`config.mk`:
```
export PLATFORM = sky130hd
export DESIGN_NAME = boot_wdt_cfg_top
export DESIGN_NICKNAME = d
export VERILOG_FILES = /design/src/core/boot_cfg_pkg.sv /design/src/core/boot_cfg_if.sv /design/src/core/boot_wdt_cfg_top.sv /design/src/core/cfg_field_decode.sv /design/src/core/wdt_force_ctrl.sv
export SDC_FILE = /design/constraint.sdc
export NUM_CORES = 1
export LEC_CHECK = 0
export BUFFER_PORTS_ARGS = -buffer_cell sky130_fd_sc_hd__buf_4
export CAP_MARGIN = 10
export CORE_MARGIN = 2
export CORE_UTILIZATION = 48
export CTS_BUF_LIST = sky130_fd_sc_hd__clkbuf_4 sky130_fd_sc_hd__clkbuf_8
export DETAILED_ROUTE_END_ITERATION = 16
export PLACE_DENSITY_LB_ADDON = 0.2
export SLEW_MARGIN = 25
export SYNTH_ARGS = -nofsm -noshare
export SYNTH_HDL_FRONTEND = slang
export SYNTH_HIERARCHICAL = 1
export SYNTH_SLANG_ARGS = --single-unit
export TNS_END_PERCENT = 50
```
`constraint.sdc`:
```
create_clock -name core_clk_i -period 4.47 [get_ports core_clk_i]
set_clock_uncertainty 0.05 [all_clocks]
set_input_delay 0 -clock core_clk_i [delete_from_list [all_inputs] [get_ports core_clk_i]]
set_output_delay 0 -clock core_clk_i [all_outputs]
set_load 0.02 [all_outputs]
```
`src/core/boot_cfg_pkg.sv`:
```
// Constants for the boot selection and hardware watchdog config decoder
package boot_cfg_pkg;
  localparam logic [7:0]  ADDR_CFG_WORD   = 8'h00;
  localparam logic [7:0]  ADDR_STATUS     = 8'h04;
  localparam logic [7:0]  ADDR_CONTROL    = 8'h08;
  localparam int          BOOT_SEL_HI     = 7;
  localparam int          BOOT_SEL_LO     = 6;
  localparam int          WDT_FIELD_B2    = 31;
  localparam int          WDT_FIELD_B1    = 4;
  localparam int          WDT_FIELD_B0    = 3;
  localparam logic [2:0]  WDT_ACTIVE_CODE = 3'h3;
  localparam logic [31:0] APP_BASE        = 32'h0000_0000;
  localparam logic [31:0] LOADER_BASE     = 32'h0010_0000;
  localparam logic [31:0] CFG_WORD_RESET  = 32'hffff_ffff;
  localparam int          CTRL_PDCLK_BIT  = 0;
  localparam int          CTRL_LOSC_BIT   = 1;
  localparam int          CTRL_PD_BIT     = 2;
  localparam int          CTRL_RELOAD_BIT = 3;
endpackage

```
`src/core/boot_cfg_if.sv`:
```
// Interface carrying the decoded configuration between internal modules
`timescale 1ns/100ps
interface boot_cfg_if;
  logic       boot_from_app;
  logic       switching_en;
  logic       hw_wdt_active;
  logic [2:0] wdt_field;
  modport src
  (
    output boot_from_app,
    output switching_en,
    output hw_wdt_active,
    output wdt_field
  );
  modport dst
  (
    input  boot_from_app,
    input  switching_en,
    input  hw_wdt_active,
    input  wdt_field
  );
endinterface

```
`src/core/boot_wdt_cfg_top.sv`:
```
// Boot selection and hardware watchdog configuration decoder with APB access
`timescale 1ns/100ps
module boot_wdt_cfg_top
(
  input  wire logic        core_clk_i,
  input  wire logic        srst_i,
  input  wire logic [31:0] cfg_word_i,
  input  wire logic        cfg_valid_i,
  input  wire logic        psel_i,
  input  wire logic        penable_i,
  input  wire logic        pwrite_i,
  input  wire logic [7:0]  paddr_i,
  input  wire logic [31:0] pwdata_i,
  input  wire logic [3:0]  pstrb_i,
  input  wire logic [31:0] fetch_addr_i,
  input  wire logic        fetch_is_data_i,
  output logic [31:0]      prdata_o,
  output logic             pready_o,
  output logic             pslverr_o,
  output logic             boot_from_app_o,
  output logic             switching_en_o,
  output logic [31:0]      app_base_o,
  output logic [31:0]      loader_base_o,
  output logic             app_sel_o,
  output logic             access_block_o,
  output logic             force_run_o,
  output logic             force_reset_o,
  output logic             force_low_osc_o,
  output logic             osc_lock_o,
  output logic             wdt_clk_en_o
);
  logic [31:0] cfg_word_reg;
  logic [31:0] cfg_word_next;
  logic        loaded_reg;
  logic [3:0]  ctrl_reg;
  logic [3:0]  ctrl_next;
  logic [31:0] prdata_reg;
  logic [31:0] prdata_next;
  logic        pslverr_reg;
  logic        pslverr_next;

  boot_cfg_if cfg_bus();

  // Word is captured at release of reset, not under reset
  assign cfg_word_next = (cfg_valid_i & (~loaded_reg |
    ctrl_reg[boot_cfg_pkg::CTRL_RELOAD_BIT])) ? cfg_word_i : cfg_word_reg;

  always_ff @(posedge core_clk_i)
  begin
    if (srst_i)
    begin
      cfg_word_reg <= boot_cfg_pkg::CFG_WORD_RESET;
      loaded_reg   <= 1'b0;
    end
    else
    begin
      cfg_word_reg <= cfg_word_next;
      loaded_reg   <= loaded_reg | cfg_valid_i;
    end
  end

  cfg_field_decode u_decode
  (
    .cfg_word_i (cfg_word_reg),
    .cfg        (cfg_bus.src)
  );

  // Lock applies even if software cleared the enable before a reload
  wire losc_eff_w = ctrl_reg[boot_cfg_pkg::CTRL_LOSC_BIT] |
    cfg_bus.hw_wdt_active;

  wdt_force_ctrl u_wdt
  (
    .cfg              (cfg_bus.dst),
    .power_down_i     (ctrl_reg[boot_cfg_pkg::CTRL_PD_BIT]),
    .pd_clk_cfg_i     (ctrl_reg[boot_cfg_pkg::CTRL_PDCLK_BIT]),
    .low_osc_enable_i (losc_eff_w),
    .force_run_o      (force_run_o),
    .force_reset_o    (force_reset_o),
    .force_low_osc_o  (force_low_osc_o),
    .osc_lock_o       (osc_lock_o),
    .wdt_clk_en_o     (wdt_clk_en_o)
  );

  // Memory map: loader window selected by its base when switching
  wire in_loader_win_w = (fetch_addr_i >= boot_cfg_pkg::LOADER_BASE);
  assign boot_from_app_o = cfg_bus.boot_from_app;
  assign switching_en_o  = cfg_bus.switching_en;
  assign app_base_o    = boot_cfg_pkg::APP_BASE;
  assign loader_base_o = boot_cfg_pkg::LOADER_BASE;
  // Both memories reachable while switching, else only boot memory
  assign app_sel_o = cfg_bus.switching_en ?
    ~in_loader_win_w : cfg_bus.boot_from_app;
  // Data reads into the other memory are refused when locked out
  assign access_block_o = fetch_is_data_i & ~cfg_bus.switching_en &
    (in_loader_win_w == cfg_bus.boot_from_app);

  // APB slave: zero wait states, error on unmapped address
  wire setup_w  = psel_i & ~penable_i;
  wire hit_cfg  = (paddr_i == boot_cfg_pkg::ADDR_CFG_WORD);
  wire hit_stat = (paddr_i == boot_cfg_pkg::ADDR_STATUS);
  wire hit_ctrl = (paddr_i == boot_cfg_pkg::ADDR_CONTROL);
  wire mapped_w = hit_cfg | hit_stat | hit_ctrl;
  wire wr_ctrl  = psel_i & penable_i & pwrite_i & hit_ctrl & pstrb_i[0];
  wire [31:0] status_w = {25'h0, cfg_bus.wdt_field,
    cfg_bus.hw_wdt_active, cfg_bus.switching_en,
    cfg_bus.boot_from_app, loaded_reg};

  // Power-down clock config frozen while watchdog forcing is active
  assign ctrl_next = wr_ctrl ? (osc_lock_o ?
    {pwdata_i[3], pwdata_i[2], 1'b1, ctrl_reg[0]} : pwdata_i[3:0])
    : ctrl_reg;
  assign prdata_next = (setup_w & ~pwrite_i) ?
    (hit_cfg ? cfg_word_reg : hit_stat ? status_w :
     hit_ctrl ? {28'h0, ctrl_reg} : 32'h0000_0000) : prdata_reg;
  assign pslverr_next = setup_w ? ~mapped_w : pslverr_reg;

  always_ff @(posedge core_clk_i)
  begin
    if (srst_i)
    begin
      ctrl_reg    <= 4'h2;
      prdata_reg  <= 32'h0000_0000;
      pslverr_reg <= 1'b0;
    end
    else
    begin
      ctrl_reg    <= ctrl_next;
      prdata_reg  <= prdata_next;
      pslverr_reg <= pslverr_next;
    end
  end

  assign pready_o  = psel_i & penable_i;
  assign prdata_o  = prdata_reg;
  assign pslverr_o = pslverr_reg & psel_i & penable_i;
endmodule

```
`src/core/cfg_field_decode.sv`:
```
// Field decode of the latched user boot configuration word
`timescale 1ns/100ps
module cfg_field_decode
(
  input  wire logic [31:0] cfg_word_i,
  boot_cfg_if.src          cfg
);
  wire [2:0] wdt_field_w;

  assign wdt_field_w = {cfg_word_i[boot_cfg_pkg::WDT_FIELD_B2],
                        cfg_word_i[boot_cfg_pkg::WDT_FIELD_B1],
                        cfg_word_i[boot_cfg_pkg::WDT_FIELD_B0]};
  assign cfg.wdt_field = wdt_field_w;
  // Only the upper select bit chooses the boot memory
  assign cfg.boot_from_app =
    cfg_word_i[boot_cfg_pkg::BOOT_SEL_HI];
  // Lower bit 0 keeps switching on in both boot choices
  assign cfg.switching_en =
    ~cfg_word_i[boot_cfg_pkg::BOOT_SEL_LO];
  assign cfg.hw_wdt_active =
    (wdt_field_w == boot_cfg_pkg::WDT_ACTIVE_CODE);
endmodule

```
`src/core/wdt_force_ctrl.sv`:
```
// Watchdog forcing and clock gating from the decoded configuration
`timescale 1ns/100ps
module wdt_force_ctrl
(
  boot_cfg_if.dst          cfg,
  input  wire logic        power_down_i,
  input  wire logic        pd_clk_cfg_i,
  input  wire logic        low_osc_enable_i,
  output logic             force_run_o,
  output logic             force_reset_o,
  output logic             force_low_osc_o,
  output logic             osc_lock_o,
  output logic             wdt_clk_en_o
);
  wire pd_gate_w;

  assign force_run_o     = cfg.hw_wdt_active;
  assign force_reset_o   = cfg.hw_wdt_active;
  assign force_low_osc_o = cfg.hw_wdt_active;
  assign osc_lock_o      = cfg.hw_wdt_active;
  // Power-down: cfg bit 0 keeps clock, else oscillator enable gates it
  assign pd_gate_w = ~pd_clk_cfg_i | low_osc_enable_i;
  // Without hardware forcing software enable alone runs the clock
  assign wdt_clk_en_o = cfg.hw_wdt_active ?
    (power_down_i ? pd_gate_w : 1'b1) : low_osc_enable_i;
endmodule

```
==> flow_summary.rst <==
.. list-table::
   :header-rows: 1

   * - Metric
     - Value
   * - Run status
     - finished clean
   * - Antenna Cells
     - 0
   * - Overall Global Routing Usage
     - 21.6%
   * - Setup repair after global routing missed its margin
     - false
   * - Maxcap violations
     - 0
   * - Worst slew margin relative to its limit
     - 37.9%
   * - Top-area cell type share of the netlist area
     - 38.8%
   * - Total Nets Final
     - 624
   * - Total Negative Setup Slacks
     - 0 ps
   * - Data arrival time of the worst path
     - 2250 ps
   * - Most common cell in the netlist
     - buf_4
   * - Netlist area before placement
     - 3610 µm²
   * - Number of search-and-repair iterations in the first detailed-routing pass
     - 4
   * - Pre-CTS setup slack
     - 2710 ps
   * - Area of the multi-input gates
     - 1770 µm²
   * - Syn avg cell area
     - 9.26 µm²
   * - Power density cells
     - 310 nW/µm²
   * - Layout-stage area growth over the synthesis result
     - 32.5%
   * - Total number of clock tree sinks
     - 70
   * - Number of input and output port buffers inserted
     - 106
   * - Clk_lat worst skew
     - 340 ps
   * - Element type at the critical path end
     - flip-flop
   * - Non-filler instance count after layout
     - 613
   * - Register area share after synthesis
     - 38.8%
   * - Fin crit share
     - 46.3%
   * - Antenna violations before repair
     - 0
   * - Async SR Flop Fraction
     - 0%
   * - Count of flip-flops with a built-in enable after synthesis
     - 0
   * - Clock transition at path regs
     - 70 ps
   * - Std-Cell Core Area
     - 7250 µm²
   * - Fraction of final layout cells with drive strength greater than 1
     - 30.4%
   * - Cell-by-cell trace of the critical path
     - dlygate4sd3_1 -> buf_4 -> clkinv_2 -> o21ai_0 -> a21oi_1 -> dlygate4sd3_1
   * - Number of failing hold endpoints at the final stage
     - 0
   * - CTS Buf Count
     - 9
   * - CTS H-tree depth
     - 3
   * - Unique masters post-synth
     - 36
   * - Maximum fanout along the worst path
     - 64
   * - Crit Path Category
     - in2reg
   * - Number of synthesized register bits
     - 70
   * - Horizontal die dimension
     - 90.7 µm
   * - Via Count
     - 3084
   * - Least-Margin Pin Slew
     - 930 ps
   * - Die footprint
     - 8230 µm²
   * - List of most frequent post-synthesis cells
     - 72 x buf_4, 70 x dfxtp_1, 58 x nand3_1
   * - Final number of setup-violating endpoints
     - 0
   * - Library cell occupying the most area in the post-synthesis netlist
     - dfxtp_1
   * - Top cell by count, worst path
     - dlygate4sd3_1
   * - Routed via count divided by cell count
     - 5.03
   * - Total grt overflow
     - 0
   * - Setup bufs post-CTS
     - 0
   * - Number of top-level pins
     - 222
   * - CTS tree
     - yes
   * - Most used flip-flop cell after synthesis
     - dfxtp_1
   * - Largest cells by area after synthesis
     - dfxtp_1 39%, buf_4 15%, o2bb2ai_2 8.3%
   * - Worst supply voltage drop on vdd
     - 253 µV
   * - DPL Wire Length
     - 5310 µm
   * - Filler cell count in the final layout
     - 592
   * - Site Rows
     - 31
   * - YS warnings
     - 6
   * - Count of final max-slew check failures
     - 0
   * - Placer Congestion
     - 0.737
   * - Leakage component of the power
     - 2.02 nW
   * - Worst min path class
     - in2reg
   * - Startpoint Class
     - primary input
   * - Sequential cell area
     - 1400 µm²
   * - Die H
     - 90.7 µm
   * - Effective utilization at floorplan
     - 49.8%
   * - Peak Freq
     - 0.483 GHz
   * - Placed cell count
     - 556
   * - Data required time at the worst endpoint
     - 4650 ps
   * - Maximum number of pins on one net before global-route repair
     - 65
   * - Maximum clock path buffer count
     - 2
   * - Detail Route Antenna Nets
     - 0
   * - Buffer type at the clock tree root
     - clkbuf_8
   * - Routed wirelength normalized by instance count
     - 14.5 µm
   * - DRC violation count after routing
     - 0
   * - Syn Inst Count
     - 390
   * - Vias in the first global route
     - 2896
   * - Final WS setup
     - 2400 ps
   * - Total chip power
     - 1.48 mW
   * - Slowest cell on the critical path
     - clkinv_2
   * - Slowest Stage Delay on Critical Path
     - 650 ps
   * - Initial DRC Count
     - 142
   * - First-pass GRT wire length
     - 14300 µm
   * - Final Routed Wirelength
     - 8920 µm
   * - Min cycle time layout
     - 2070 ps
-- power breakdown --
group          leakage (nW)  switching [mW]  total, mW  internal [mW]
Sequential            0.573          0.0128      0.660          0.648
Clock                 0.110           0.244      0.563          0.319
Combinational          1.34           0.149      0.259          0.110
Total                  2.02           0.405       1.48           1.08
-- cells in the final DEF, fill, tap and decap left out, drive strengths merged --
master / instances
a22o: 4
nor4: 5
clkbuf: 10
clkinvlp: 1
nand3b: 34
conb: 64
dfxtp: 70
dlygate4sd3: 39
nor2: 4
or4b: 1
or4: 3
buf: 110
a21o: 1
clkinv: 4
or3b: 1
bufinv: 2
mux2i: 13
o21ai: 33
nor3: 2
nand3: 58
a211oi: 1
or2: 2
nor3b: 1
nand2: 7
nor2b: 3
and3b: 1
inv: 3
and3: 1
o2bb2ai: 32
nand4: 1
a21oi: 1
nand2b: 1
and2: 1
-- logic make-up (layout without fill, tap and decap cells) --
family	count (synthesis)	after routing	share of synthesized area, %
mux	13	13	3.60
simple gates	126	126	21.0
compound gates	72	72	17.3
buf+inv	107	169	19.1
flops	70	70	38.8
other cells	2	64	0.208
-- stage by stage --
stage / area, µm² / util, % / hold slack (ps)
final: 4780 / 65.9 / 23.4
after global routing: 4780 / 65.9 / 26.9
after CTS: 4730 / 65.3 / 7.43
after detailed placement: 4130 / 56.9 / 187
after global placement: 4130 / 56.9 / 188
after floorplan: 3840 / - / 22.4
-- layer usage --
| metal | vias up | wire [µm] | track usage (%) |
|---|---|---|---|
| met4 | 0 | 112 | 8.59 |
| met3 | 10 | 479 | 3.92 |
| met2 | 116 | 4600 | 38.5 |
| met1 | 1457 | 3720 | 25.5 |
| li1 | 1501 | - | - |
| met5 | - | 0 | 0 |
-- what timing repair did --
action | CTS | global route
hold buffers | 39 | 0
resized for setup | 0 | 0
hold endpoints to repair | 38 | 0
-- cell type report --
type                       instances  area share, %
clock buffer                      10           2.75
clock inverter                     6           1.81
inverter                           4          0.340
multi-input combinational        275           37.1
sequential                        70           29.3
tap                               99           2.59
timing repair buffer             149           26.1
-- worst max-delay path, delay by kind of cell --
kind / cells / cell delay, ps
AOI/OAI and AO/OA: 2 / 350
buffers and inverters: 4 / 1900
-- path summary, 6_finish.rpt --
kind	depth (start not counted)	endpoint	start	slack [ps]
worst max-delay path	6	pslverr_reg	srst_i	2400
worst max register to register	4	ctrl_reg[0]	cfg_word_reg[31]	2720
worst min register to register	2	prdata_o[10]	cfg_word_reg[10]	420
worst min-delay path	3	prdata_o[2]	paddr_i[3]	20
Power figures use the tool's default switching activity.
